**src/rirqs_map.vh**
```
`ifndef RIRQS_MAP_VH
`define RIRQS_MAP_VH
// register offsets (byte addresses on a 32-bit Avalon-MM word bus)
`define RIRQS_ADDR_W        4
`define RIRQS_OFF_STATUS    4'h0
`define RIRQS_OFF_MASK      4'h4
`define RIRQS_OFF_WMARK     4'h8
`define RIRQS_OFF_CONFIG    4'hc
// status bit positions
`define RIRQS_B_SEQ         0
`define RIRQS_B_TX          1
`define RIRQS_B_RX          2
`define RIRQS_B_CCA         3
`define RIRQS_B_WMARK       4
`define RIRQS_B_FILT        5
`define RIRQS_B_PLL         6
`define RIRQS_B_PEND        7
`define RIRQS_W1C_BITS      8'h7f
// config bit positions
`define RIRQS_C_SAMECH      0
`define RIRQS_C_NETSEL      1
// reset values
`define RIRQS_RST_STATUS    8'h00
`define RIRQS_RST_MASK      8'h00
`define RIRQS_RST_WMARK     8'h00
`define RIRQS_RST_CONFIG    2'h0
`define RIRQS_ZERO24        24'h000000
`define RIRQS_ZERO30        30'h00000000
// sequence manager idle code
`define RIRQS_SEQ_IDLE      3'h0
// bus answer: one wait cycle on every access
`define RIRQS_ST_IDLE       1'b0
`define RIRQS_ST_DONE       1'b1
`endif

```
**src/rirqs_events.v**
```verilog
`timescale 1ns/1ps
`include "rirqs_map.vh"

// --------------------------------------------------------------
// event detection: raw modem conditions into set pulses, one cycle long except the filter event, which lasts as long as filterResultValid
// --------------------------------------------------------------
module rirqs_events (
	input  wire       mclk,
	input  wire       resetn,
	input  wire [2:0] seqState,
	input  wire       pllUnlock,
	input  wire       rxByteStrobe,
	input  wire       rxFrameStart,
	input  wire [7:0] rxWatermarkThreshold,
	input  wire       filterFailFirst,
	input  wire       filterFailSecond,
	input  wire       filterResultValid,
	input  wire       sameChannel,
	input  wire       activeNetworkSelect,
	output wire       seqEndEvent,
	output wire       pllUnlockEvent,
	output wire       watermarkEvent,
	output wire       filterEvent
);
	reg  [2:0] prevSeqState;
	reg        prevPllUnlock;
	reg  [7:0] rxCount;
	wire [7:0] next_rxCount;
	wire       selectedFail;

	always @(posedge mclk) begin
		if (!resetn) begin
			prevSeqState  <= `RIRQS_SEQ_IDLE;
			prevPllUnlock <= 1'b0;
			rxCount       <= `RIRQS_RST_WMARK;
		end else begin
			prevSeqState  <= seqState;
			prevPllUnlock <= pllUnlock;
			if (rxFrameStart)
				rxCount <= `RIRQS_RST_WMARK;
			else if (rxByteStrobe)
				rxCount <= next_rxCount;
		end
	end

	// any leave of a busy state toward idle counts, aborts included
	assign seqEndEvent = (prevSeqState != `RIRQS_SEQ_IDLE) &&
		(seqState == `RIRQS_SEQ_IDLE);
	assign pllUnlockEvent = pllUnlock && !prevPllUnlock;
	assign next_rxCount = rxCount + 8'h01;
	// fires on each byte that makes the count equal the threshold; the 8-bit count wraps after 256 bytes
	assign watermarkEvent = rxByteStrobe && !rxFrameStart &&
		(next_rxCount == rxWatermarkThreshold);
	assign selectedFail = sameChannel ?
		(filterFailFirst && filterFailSecond) :
		(activeNetworkSelect ? filterFailSecond : filterFailFirst);
	assign filterEvent = filterResultValid && selectedFail;
endmodule

```
**src/rirqs_status.v**
```verilog
`timescale 1ns/1ps
`include "rirqs_map.vh"

// --------------------------------------------------------------
// sticky write-one-to-clear flags, one per event bit
// --------------------------------------------------------------
module rirqs_status (
	input  wire       mclk,
	input  wire       resetn,
	input  wire [6:0] setPulse,
	input  wire [6:0] clearMask,
	output reg  [6:0] flags
);
	genvar i;
	generate
		for (i = 0; i < 7; i = i + 1) begin : gFlag
			always @(posedge mclk) begin
				if (!resetn)
					flags[i] <= 1'b0;
				else if (setPulse[i])
					flags[i] <= 1'b1;
				else if (clearMask[i])
					flags[i] <= 1'b0;
			end
		end
	endgenerate
endmodule

```
**src/rirqs_top.v**
```verilog
// Local design decision: the Avalon-MM slave port.
`timescale 1ns/1ps
`include "rirqs_map.vh"

// --------------------------------------------------------------
// radio interrupt status register one, Avalon-MM slave
// --------------------------------------------------------------
module rirqs_top (
	input  wire        mclk,
	input  wire        resetn,
	input  wire [3:0]  address,
	input  wire        read,
	input  wire        write,
	input  wire [31:0] writedata,
	input  wire [3:0]  byteenable,
	output wire        waitrequest,
	output reg  [31:0] readdata,
	output wire [1:0]  response,
	input  wire [2:0]  seqState,
	input  wire        pllUnlock,
	input  wire        rxByteStrobe,
	input  wire        rxFrameStart,
	input  wire        filterFailFirst,
	input  wire        filterFailSecond,
	input  wire        filterResultValid,
	input  wire        rxFramePendingBit,
	input  wire        rxFrameDone,
	input  wire        ccaDone,
	input  wire        rxDone,
	input  wire        txDone,
	output wire        irq
);
	// ----------------------------------------------------------
	// state
	// ----------------------------------------------------------
	reg        busState;
	reg        next_busState;
	reg  [7:0] irqMask;
	reg  [7:0] rxWatermarkThreshold;
	reg  [1:0] netConfig;
	reg        rxFramePendingFlag;
	reg        badAddress;
	wire [6:0] flags;
	wire [6:0] setPulse;
	wire [6:0] clearMask;
	wire [7:0] clearBits;
	wire [7:0] statusValue;
	wire       seqEndEvent;
	wire       pllUnlockEvent;
	wire       watermarkEvent;
	wire       filterEvent;
	wire       request;
	wire       accept;
	wire       wrAccept;
	wire       laneLow;
	wire       hitStatus;
	wire       hitMask;
	wire       hitWmark;
	wire       hitConfig;

	// ----------------------------------------------------------
	// bus slave: every access waits exactly one cycle
	// ----------------------------------------------------------
	assign request = read || write;
	assign accept = request && (busState == `RIRQS_ST_DONE);
	assign waitrequest = request && (busState == `RIRQS_ST_IDLE);
	assign wrAccept = accept && write;
	assign laneLow = byteenable[0];
	assign hitStatus = (address == `RIRQS_OFF_STATUS);
	assign hitMask = (address == `RIRQS_OFF_MASK);
	assign hitWmark = (address == `RIRQS_OFF_WMARK);
	assign hitConfig = (address == `RIRQS_OFF_CONFIG);
	assign response = badAddress ? 2'h2 : 2'h0;

	always @* begin
		case (busState)
			`RIRQS_ST_IDLE: next_busState = request ?
				`RIRQS_ST_DONE : `RIRQS_ST_IDLE;
			`RIRQS_ST_DONE: next_busState = `RIRQS_ST_IDLE;
			default: next_busState = `RIRQS_ST_IDLE;
		endcase
	end

	always @(posedge mclk) begin
		if (!resetn) begin
			busState   <= `RIRQS_ST_IDLE;
			readdata   <= {`RIRQS_ZERO24, `RIRQS_RST_STATUS};
			badAddress <= 1'b0;
		end else begin
			busState <= next_busState;
			// loaded in the wait cycle so data stand when waitrequest drops
			if (waitrequest)
				badAddress <= read && !(hitStatus || hitMask || hitWmark ||
					hitConfig);
			if (waitrequest && read) begin
				if (hitStatus)
					readdata <= {`RIRQS_ZERO24, statusValue};
				else if (hitMask)
					readdata <= {`RIRQS_ZERO24, irqMask};
				else if (hitWmark)
					readdata <= {`RIRQS_ZERO24, rxWatermarkThreshold};
				else if (hitConfig)
					readdata <= {`RIRQS_ZERO30, netConfig};
				else
					readdata <= {`RIRQS_ZERO24, `RIRQS_RST_STATUS};
			end
		end
	end

	// ----------------------------------------------------------
	// software registers
	// ----------------------------------------------------------
	always @(posedge mclk) begin
		if (!resetn) begin
			irqMask              <= `RIRQS_RST_MASK;
			rxWatermarkThreshold <= `RIRQS_RST_WMARK;
			netConfig            <= `RIRQS_RST_CONFIG;
		end else if (wrAccept && laneLow) begin
			if (hitMask)
				irqMask <= writedata[7:0];
			if (hitWmark)
				rxWatermarkThreshold <= writedata[7:0];
			if (hitConfig)
				netConfig <= writedata[1:0];
		end
	end

	// frame pending is a mirror, latched per finished frame
	always @(posedge mclk) begin
		if (!resetn)
			rxFramePendingFlag <= 1'b0;
		else if (rxFrameDone)
			rxFramePendingFlag <= rxFramePendingBit;
	end

	// ----------------------------------------------------------
	// event sources and sticky flags
	// ----------------------------------------------------------
	rirqs_events uEvents (
		.mclk                 (mclk),
		.resetn               (resetn),
		.seqState             (seqState),
		.pllUnlock            (pllUnlock),
		.rxByteStrobe         (rxByteStrobe),
		.rxFrameStart         (rxFrameStart),
		.rxWatermarkThreshold (rxWatermarkThreshold),
		.filterFailFirst      (filterFailFirst),
		.filterFailSecond     (filterFailSecond),
		.filterResultValid    (filterResultValid),
		.sameChannel          (netConfig[`RIRQS_C_SAMECH]),
		.activeNetworkSelect  (netConfig[`RIRQS_C_NETSEL]),
		.seqEndEvent          (seqEndEvent),
		.pllUnlockEvent       (pllUnlockEvent),
		.watermarkEvent       (watermarkEvent),
		.filterEvent          (filterEvent)
	);

	assign setPulse[`RIRQS_B_SEQ]   = seqEndEvent;
	assign setPulse[`RIRQS_B_TX]    = txDone;
	assign setPulse[`RIRQS_B_RX]    = rxDone;
	assign setPulse[`RIRQS_B_CCA]   = ccaDone;
	assign setPulse[`RIRQS_B_WMARK] = watermarkEvent;
	assign setPulse[`RIRQS_B_FILT]  = filterEvent;
	assign setPulse[`RIRQS_B_PLL]   = pllUnlockEvent;

	// bit 7 is excluded from the clear mask so writes never touch it
	assign clearBits = writedata[7:0] & `RIRQS_W1C_BITS;
	assign clearMask = (wrAccept && hitStatus && laneLow) ?
		clearBits[6:0] : 7'h00;

	rirqs_status uStatus (
		.mclk      (mclk),
		.resetn    (resetn),
		.setPulse  (setPulse),
		.clearMask (clearMask),
		.flags     (flags)
	);

	assign statusValue = {rxFramePendingFlag, flags};

	// ----------------------------------------------------------
	// interrupt output
	// ----------------------------------------------------------
	// the mirror bit is a level, so it only interrupts if unmasked
	assign irq = |(statusValue & irqMask);
endmodule

```
**config.mk**
```make
export PLATFORM = sky130hd
export DESIGN_NAME = rirqs_top
export DESIGN_NICKNAME = d
export VERILOG_FILES = /design/src/rirqs_events.v /design/src/rirqs_status.v /design/src/rirqs_top.v
export VERILOG_INCLUDE_DIRS = /design/src
export SDC_FILE = /design/constraint.sdc
export NUM_CORES = 1
export LEC_CHECK = 0
export BUFFER_PORTS_ARGS = -buffer_cell sky130_fd_sc_hd__buf_2
export CORE_UTILIZATION = 30
export DETAILED_ROUTE_END_ITERATION = 10
export SLEW_MARGIN = 25
export SYNTH_ARGS = -nofsm -noshare
export SYNTH_HDL_FRONTEND = slang
export SYNTH_SLANG_ARGS = --single-unit
```
**constraint.sdc**
```tcl
create_clock -name mclk -period 3.9 [get_ports mclk]
set_input_delay 0.195 -clock mclk [delete_from_list [all_inputs] [get_ports mclk]]
set_output_delay 0.195 -clock mclk [all_outputs]
set_load 0.02 [all_outputs]
```
==> results of run 1 <==
[power by group through the flow]
stage | Combinational (uW) | Sequential [uW] | Clock [uW]
floorplan | 86.6 | 521 | 0
global placement | 99.1 | 521 | 0
detailed placement | 99.9 | 522 | 0
CTS | 100 | 510 | 324
global route | 110 | 512 | 348
finish | 99.6 | 510 | 318
[routing by layer]
| layer | vias up | track usage |
|---|---|---|
| met1 | 832 | 0.165 |
| met4 | 0 | 0.0346 |
| li1 | 959 | - |
| met3 | 8 | 0.0309 |
| met5 | - | 0 |
| met2 | 53 | 0.198 |
[worst max-delay path: cells and delay by family, from the launching register on]
| kind | cells | cell delay [ns] |
|---|---|---|
| flops | 1 | 0.47 |
| fa+ha+maj | 1 | 0.32 |
| compound gates | 1 | 0.31 |
| mux | 1 | 0.28 |
| simple gates | 2 | 0.21 |
| xor+xnor | 1 | 0.18 |
[sequential cells by signal, indices dropped and copies added, names as in the netlist]
register / cells
uEvents.rxCount: 8
readdata: 8
rxWatermarkThreshold: 8
badAddress: 1
netConfig: 2
uStatus.flags: 7
rxFramePendingFlag: 1
irqMask: 8
busState: 1
uEvents.prevSeqState: 3
uEvents.prevPllUnlock: 1
[layout by cell type, fill, tap and decap left out, types with 2 or more instances in the layout]
master,n
clkbuf_8,5
inv_6,2
nor2b_1,32
nor2_1,18
xor2_1,9
a21oi_1,9
or2_1,2
nand2_1,22
buf_2,41
mux2_2,2
nor3_1,2
and2_1,5
nand3_1,4
mux2i_1,25
nand4_1,6
a22oi_1,15
conb_1,25
a21boi_0,3
xnor2_1,9
o21ai_0,12
dfxtp_1,48
nand2b_1,3
[final timing paths]
kind | slack [ns] | depth (start not counted) | startpoint | to
hold reg to reg | 0.51 | 2 | badAddress$_SDFFE_PN0P_ | badAddress$_SDFFE_PN0P_
setup / recovery | 2.05 | 6 | uEvents.rxCount[0]$_SDFFE_PP0P_ | uStatus.flags[4]$_SDFFE_PN0P_
hold / removal | 0.09 | 2 | seqState[0] | uEvents.prevSeqState[0]$_SDFF_PN0_
setup reg to reg | 2.05 | 6 | uEvents.rxCount[0]$_SDFFE_PP0P_ | uStatus.flags[4]$_SDFFE_PN0P_
[stage by stage]
step                cell area [sq um]  hold slack [ns]   util  instances  power [uW]
floorplan                        2600            0.317      -        302         608
global placement                 2680            0.412  0.340        408         620
detailed placement               2680            0.413  0.340        408         621
CTS                              2780           0.0842  0.352        416         934
global route                     2780           0.0862  0.352        416         971
finish                           2780           0.0917  0.352        416         927
[layout make-up]
type / instances / area [sq um] / share of cell area
clock inverters: 3 / 25.0 / 0.00901
repair buffers: 42 / 213 / 0.0766
clock buffers: 5 / 68.8 / 0.0248
multi-input cells: 216 / 1380 / 0.498
flip-flops and latches: 48 / 961 / 0.346
well taps: 102 / 128 / 0.0460
[cells by family after synthesis]
| family | synth area share |
|---|---|
| simple gates | 0.229 |
| mux | 0.115 |
| other cells | 0.00150 |
| fa+ha+maj | 0.00499 |
| xor+xnor | 0.0629 |
| compound gates | 0.102 |
| flops | 0.383 |
| buf+inv | 0.102 |
[synthesized netlist by cell type (2+ instances only)]
library cell	number
nor2b_1	32
clkbuf_1	7
nand2_1	22
o21ai_0	12
mux2_2	2
a22oi_1	15
buf_2	2
xnor2_1	9
nand4_1	6
xor2_1	9
nand3_1	4
buf_4	27
nor2_1	18
a21oi_1	9
and2_1	5
mux2i_1	25
nand2b_1	3
nor3_1	2
a21boi_0	3
dfxtp_1	48
or2_1	2
==> impl_metrics.yaml, run 1 <==
global_routing:
  grt_pass1_wl_microns: 8530
  grt-ovfl-total: 0
  grt_max_degree: 42
  antenna_found_initial: 0
  track_usage: 0.124
  grt_pass1_vias: 1774
logic_synthesis:
  synth_seq_cells: 48
  synth_area_sq_um: 2510
  synth-edff-count: 0
  syn_inst: 278
  yosysTopAreaCell: "dfxtp_1"
  seq_area_frac_synth: 0.383
  synth.distinct_cells: 37
  synthTopCellsByArea: "dfxtp_1, mux2i_1, buf_4"
  ys_async_sr_fraction: 0
  synth_top_area_share: 0.383
  synth_flop_cell: "dfxtp_1"
  ys_warn_count: 0
  syn_avg_cell_area_sq_um: 9.02
finish:
  nets: 372
  fillers: 840
  diodes: 0
  drive_gt1_frac: 0.188
  syn_to_final_growth_pct: 10.7
sta:
  slew_violations: 0
  skew_ns: 0.0102
  fin_ws_ns: 2.05
  post-route-min-period_ns: 1.85
  tightest_slew_ns: 0.605
  post-route-period-util: 0.474
  hold_viol: 0
  rsz0062_at_grt: "false"
  fin_setup_tns_ns: 0
  setup_viol: 0
  fmax_mhz: 541
  relSlewSlack: 0.597
cts:
  cts_max_level: 2
  cts_buffer_depth: 2
  cts_hold_buffers: 0
  cts_setup_buffers: 0
  cts.sinks: 48
  clk_latency_ns: 0.31
  cts_resized: 0
  cts_tree: "done"
  cts-root-buf: "clkbuf_8"
  cts_buffers: 5
  clk_pin_slew_ns: 0.10
die:
  core_area_sq_um: 7890
  die_area_sq_um: 8730
  start_util: 0.318
  die_x_microns: 93.4
  rows: 32
  io_pins: 94
  fp.dieH_microns: 93.4
power:
  intPower_uw: 667
  power_frac_comb: 0.107
  pwr_density_cell_nw_per_um2: 334
  p_seq_frac: 0.550
  power.switching_uw: 260
  p_clk_frac: 0.342
  leakage_uw: 0.00105
  ir_drop_mv: 0.169
  p_sw_frac: 0.281
detailed_routing:
  routed_wl_microns: 4990
  wl_per_cell_microns: 12.0
  drc: 0
  routed.top_layer: "met4"
  ant_nets: 0
  first_iter_violations: 71
  m1WireLength_microns: 2450
  via_per_inst: 4.45
  wl_met2_microns: 2270
  vias: 1852
  met3_length_microns: 207
  dr.pass1.iters: 4
placed_design:
  place_ws_ns: 2.00
  place_congestion: 0.754
  port_buffers: 41
  hpwl_microns: 3670
critical_path:
  cp_max_fo: 6
  crit_type: "reg2reg"
  critPathArrivalTime_ns: 2.07
  crit_path_top_delay_cell: "dfxtp_1"
  path_cells: "ha_1 -> nand4_1 -> xnor2_1 -> nand2_1 -> mux2_4 -> o41ai_2"
  cp.required_ns: 4.12
  slowest_delay_ns: 0.47
  end_kind: "register"
  cp-start-kind: "register"
outcome:
  outcome: "finished clean"
flow_run:
  maxCapViolations: 0
min_path:
  hold_class: "in2reg"
No activity file was read; power rests on OpenSTA's default activity.
==> run 2, diff against run 1 <==
clock period = 1.8 ns   (was 3.9 ns; I/O delays follow)
==> impl_metrics.yaml, run 2 (synthesis results as in run 1) <==
outcome:
  outcome: "finished clean"
sta:
  fmax_mhz: 608
  tightest_slew_ns: 0.546
  post-route-period-util: 0.914
  setup_viol: 0
  slew_violations: 0
  rsz0062_at_grt: "false"
  skew_ns: 0.00995
  post-route-min-period_ns: 1.64
  relSlewSlack: 0.633
  fin_setup_tns_ns: 0
  hold_viol: 0
critical_path:
  cp.required_ns: 2.02
  end_kind: "register"
  cp_max_fo: 5
  crit_type: "reg2reg"
  r2r_slack_ns: 0.16
  critPathArrivalTime_ns: 1.86
  cp-start-kind: "register"
detailed_routing:
  routed_wl_microns: 5190
  drc: 0
  ant_nets: 0
  dr.pass1.iters: 4
  wl_per_cell_microns: 12.1
  first_iter_violations: 72
  via_per_inst: 4.50
  vias: 1930
global_routing:
  antenna_found_initial: 0
  track_usage: 0.126
  grt_pass1_vias: 1824
  grt-ovfl-total: 0
  grt_pass1_wl_microns: 8630
  grt_max_degree: 41
die:
  io_pins: 94
  fp.dieH_microns: 93.4
  die_area_sq_um: 8730
  start_util: 0.318
  die_x_microns: 93.4
  core_area_sq_um: 7890
  rows: 32
power:
  leakage_uw: 0.00113
  pwr_density_cell_nw_per_um2: 733
  ir_drop_mv: 0.370
  power_uw: 2140
finish:
  fillers: 817
  nets: 385
  layout_commonest_cell: "dfxtp_1"
  multi_input_area_sq_um: 1380
  most-common-layout-cells: "dfxtp_1, buf_2, nor2b_1, mux2i_1, conb_1"
  drive_gt1_frac: 0.208
  seqCellArea_sq_um: 961
  syn_to_final_growth_pct: 16.4
  diodes: 0
cts:
  clk_latency_ns: 0.30
  cts_setup_buffers: 0
  cts_buffer_depth: 2
  cts-root-buf: "clkbuf_8"
  cts_buffers: 5
  cts.sinks: 48
  clk_pin_slew_ns: 0.10
  cts_max_level: 2
  cts_tree: "done"
min_path:
  hold_class: "in2reg"
placed_design:
  place_congestion: 0.783
  port_buffers: 41
  hpwl_microns: 3850
flow_run:
  maxCapViolations: 0
==> run 2: layer usage <==
metal,global-route usage,part of all wire,up-vias,wire [microns]
met4,0.0346,0.010,0,54
li1,-,-,983,-
met1,0.158,0.48,888,2470
met2,0.218,0.48,53,2480
met3,0.0260,0.037,6,191
met5,0,0,-,0
==> run 2: cell type report <==
cell class / count / area share
Multi-Input combinational cell: 216 / 0.473
Sequential cell: 48 / 0.329
Timing Repair Buffer: 55 / 0.114
Tap cell: 102 / 0.0437
Clock buffer: 5 / 0.0236
Clock inverter: 3 / 0.0159
==> run 2: repair_timing <==
| action | 4_1_cts | 5_1_grt |
|---|---|---|
| hold buffers | 3 | 1 |
| gates resized for setup | 0 | 0 |
| hold endpoints to repair | 3 | 1 |
==> run 2: worst paths after layout <==
check | startpoint | to | cells after the start
worst max register to register | uEvents.rxCount[1]$_SDFFE_PP0P_ | uStatus.flags[4]$_SDFFE_PN0P_ | 6
worst min-delay path | seqState[1] | uEvents.prevSeqState[1]$_SDFF_PN0_ | 2
worst min register to register | uStatus.flags[4]$_SDFFE_PN0P_ | uStatus.flags[4]$_SDFFE_PN0P_ | 2
worst max-delay path | uEvents.rxCount[1]$_SDFFE_PP0P_ | uStatus.flags[4]$_SDFFE_PN0P_ | 6
==> run 2: per-stage QoR <==
step / area (sq um) / hold WS (ns) / util / setup slack, ns / instances
5_1_grt: 2920 / 0.00801 / 0.370 / 0.0493 / 429
3_5_place_dp: 2760 / 0.311 / 0.350 / 0.170 / 417
4_1_cts: 2910 / 0.000627 / 0.369 / 0.147 / 428
6_report: 2920 / 0.00595 / 0.370 / 0.156 / 429
2_1_floorplan: 2600 / 0.212 / - / 0.117 / 302
3_3_place_gp: 2760 / 0.307 / 0.350 / 0.148 / 417
==> run 2: worst max-delay path, stage by stage, from the launching register on <==
cell and delay [ns]:
dfxtp_1 0.41, ha_1 0.21, nand4_1 0.12, xnor2_1 0.17, nand2_1 0.07, mux2_4 0.27, o41ai_2 0.31
==> run 2: power by group <==
part,switching (uW),internal (uW)
clock network,384,419
registers,17.2,1090
logic,145,87.0
total,546,1590
==> run 3, diff against run 2 <==
BUFFER_PORTS_ARGS = not set   (was -buffer_cell sky130_fd_sc_hd__buf_2)
DONT_BUFFER_PORTS = 1   (was not set)
==> impl_metrics.yaml, run 3 (synthesis results as in run 1) <==
outcome:
  outcome: "finished clean"
finish:
  fin_cells: 406
  layout_commonest_cell: "dfxtp_1"
  nets: 362
  syn_to_final_growth_pct: 14.4
  diodes: 0
  fillers: 794
  drive_gt1_frac: 0.0888
  most-common-layout-cells: "dfxtp_1, nor2b_1, mux2i_1, conb_1"
placed_design:
  hpwl_microns: 3790
  dpl.cell_count: 375
  place_congestion: 0.801
  port_buffers: 0
sta:
  rsz0062_at_grt: "false"
  post-route-min-period_ns: 1.68
  hold_viol: 0
  skew_ns: 0.00239
  tightest_slew_ns: 0.540
  post-route-period-util: 0.935
  setup_viol: 0
  slew_violations: 0
  fin_setup_tns_ns: 0
  relSlewSlack: 0.637
  fmax_mhz: 594
cts:
  clk_latency_ns: 0.30
  cts_buffer_depth: 2
  cts.sinks: 48
  cts_tree: "done"
  cts_hold_buffers: 23
  clk_pin_slew_ns: 0.09
  cts_max_level: 2
  cts_buffers: 5
  cts_resized: 0
  cts-root-buf: "clkbuf_8"
  cts_setup_buffers: 0
critical_path:
  crit_path_top_delay_cell: "dfxtp_1"
  r2r_slack_ns: 0.12
  cp-start-kind: "register"
  end_kind: "register"
  crit_family: "flip-flops"
  r2r_end: "uStatus.flags[4]$_SDFFE_PN0P_"
  crit_type: "reg2reg"
  path_cells: "ha_1 -> nand4_1 -> xnor2_1 -> nand2_1 -> mux2_4 -> o41ai_2"
  crit_buf_inv: 0
  critPathArrivalTime_ns: 1.89
  cp.required_ns: 2.01
  cp_max_fo: 5
  slowest_delay_ns: 0.42
  reg2reg_depth: 6
  r2r_start: "uEvents.rxCount[1]$_SDFFE_PP0P_"
detailed_routing:
  drc: 0
  routed_wl_microns: 5440
  via_per_inst: 4.57
  dr.pass1.iters: 4
  ant_nets: 0
  first_iter_violations: 51
  vias: 1855
  wl_per_cell_microns: 13.4
global_routing:
  grt_util_met2: 0.227
  grt.met3_usage: 0.0309
  track_usage: 0.133
  grt_pass1_vias: 1833
  grt_pass1_wl_microns: 9000
  grt_max_degree: 38
  grt.busiest_layer: "met2"
  met1_usage: 0.165
  grt-ovfl-total: 0
  antenna_found_initial: 0
power:
  leakage_uw: 0.00103
  intPower_uw: 1480
  power_frac_comb: 0.103
  p_clk_frac: 0.338
  pwr_density_cell_nw_per_um2: 693
  ir_drop_mv: 0.498
  p_sw_frac: 0.256
  p_seq_frac: 0.559
  power.switching_uw: 508
die:
  start_util: 0.318
  fp.dieH_microns: 93.4
  core_area_sq_um: 7890
  io_pins: 94
  die_x_microns: 93.4
  rows: 32
  die_area_sq_um: 8730
flow_run:
  maxCapViolations: 0
min_path:
  hold_class: "in2reg"
  whs_path_depth: 3
  min_from: "writedata[1]"
  hold_end: "uStatus.flags[1]$_SDFFE_PN0P_"
run 3: cell type report:
class                      count  area, sq um  share of cell area
multi-input combinational    216         1380               0.482
sequential                    48          961               0.335
clock inverter                 2         10.0             0.00349
tap                          102          128              0.0445
clock buffer                   6         82.6              0.0288
timing repair buffer          32          305               0.106
run 3: worst max-delay path by stage:
stage,from,endpoint,slack (ns),cells after the start
3_3_place_gp,uEvents.rxCount[1]$_SDFFE_PP0P_,uStatus.flags[4]$_SDFFE_PN0P_,0.14,6
5_1_grt,uEvents.rxCount[1]$_SDFFE_PP0P_,uStatus.flags[4]$_SDFFE_PN0P_,0.008,6
6_report,uEvents.rxCount[1]$_SDFFE_PP0P_,uStatus.flags[4]$_SDFFE_PN0P_,0.12,6
2_1_floorplan,uEvents.rxCount[0]$_SDFFE_PP0P_,uStatus.flags[4]$_SDFFE_PN0P_,0.12,6
3_5_place_dp,uEvents.rxCount[1]$_SDFFE_PP0P_,uStatus.flags[4]$_SDFFE_PN0P_,0.14,6
4_1_cts,uEvents.rxCount[1]$_SDFFE_PP0P_,uStatus.flags[4]$_SDFFE_PN0P_,0.11,6
run 3: power groups by stage:
stage	registers, uW	logic, uW	clock network (uW)
floorplan	1130	188	0
global placement	1140	143	0
detailed placement	1140	146	0
CTS	1110	205	683
global route	1120	226	735
finish	1110	204	673
run 3: worst min-delay path, cell delays in order:
cell and delay, ns:
nand2_1 0.03, a21oi_1 0.06, nor2b_1 0.09
run 3: metrics by stage:
stage	cell area, sq um	worst slack (ns)	power (uW)	hold WS, ns	utilization
4_1_cts	2870	0.107	2000	0.00541	0.364
3_3_place_gp	2550	0.140	1280	0.213	0.323
5_1_grt	2870	0.00785	2080	0.00740	0.364
6_report	2870	0.116	1990	0.00846	0.364
2_1_floorplan	2600	0.117	1320	0.212	-
3_5_place_dp	2550	0.137	1280	0.215	0.323
run 3: layer usage:
metal | share of wire | wire [microns]
met1 | 0.46 | 2510
met2 | 0.48 | 2630
met3 | 0.040 | 218
met4 | 0.015 | 83
met5 | 0 | 0
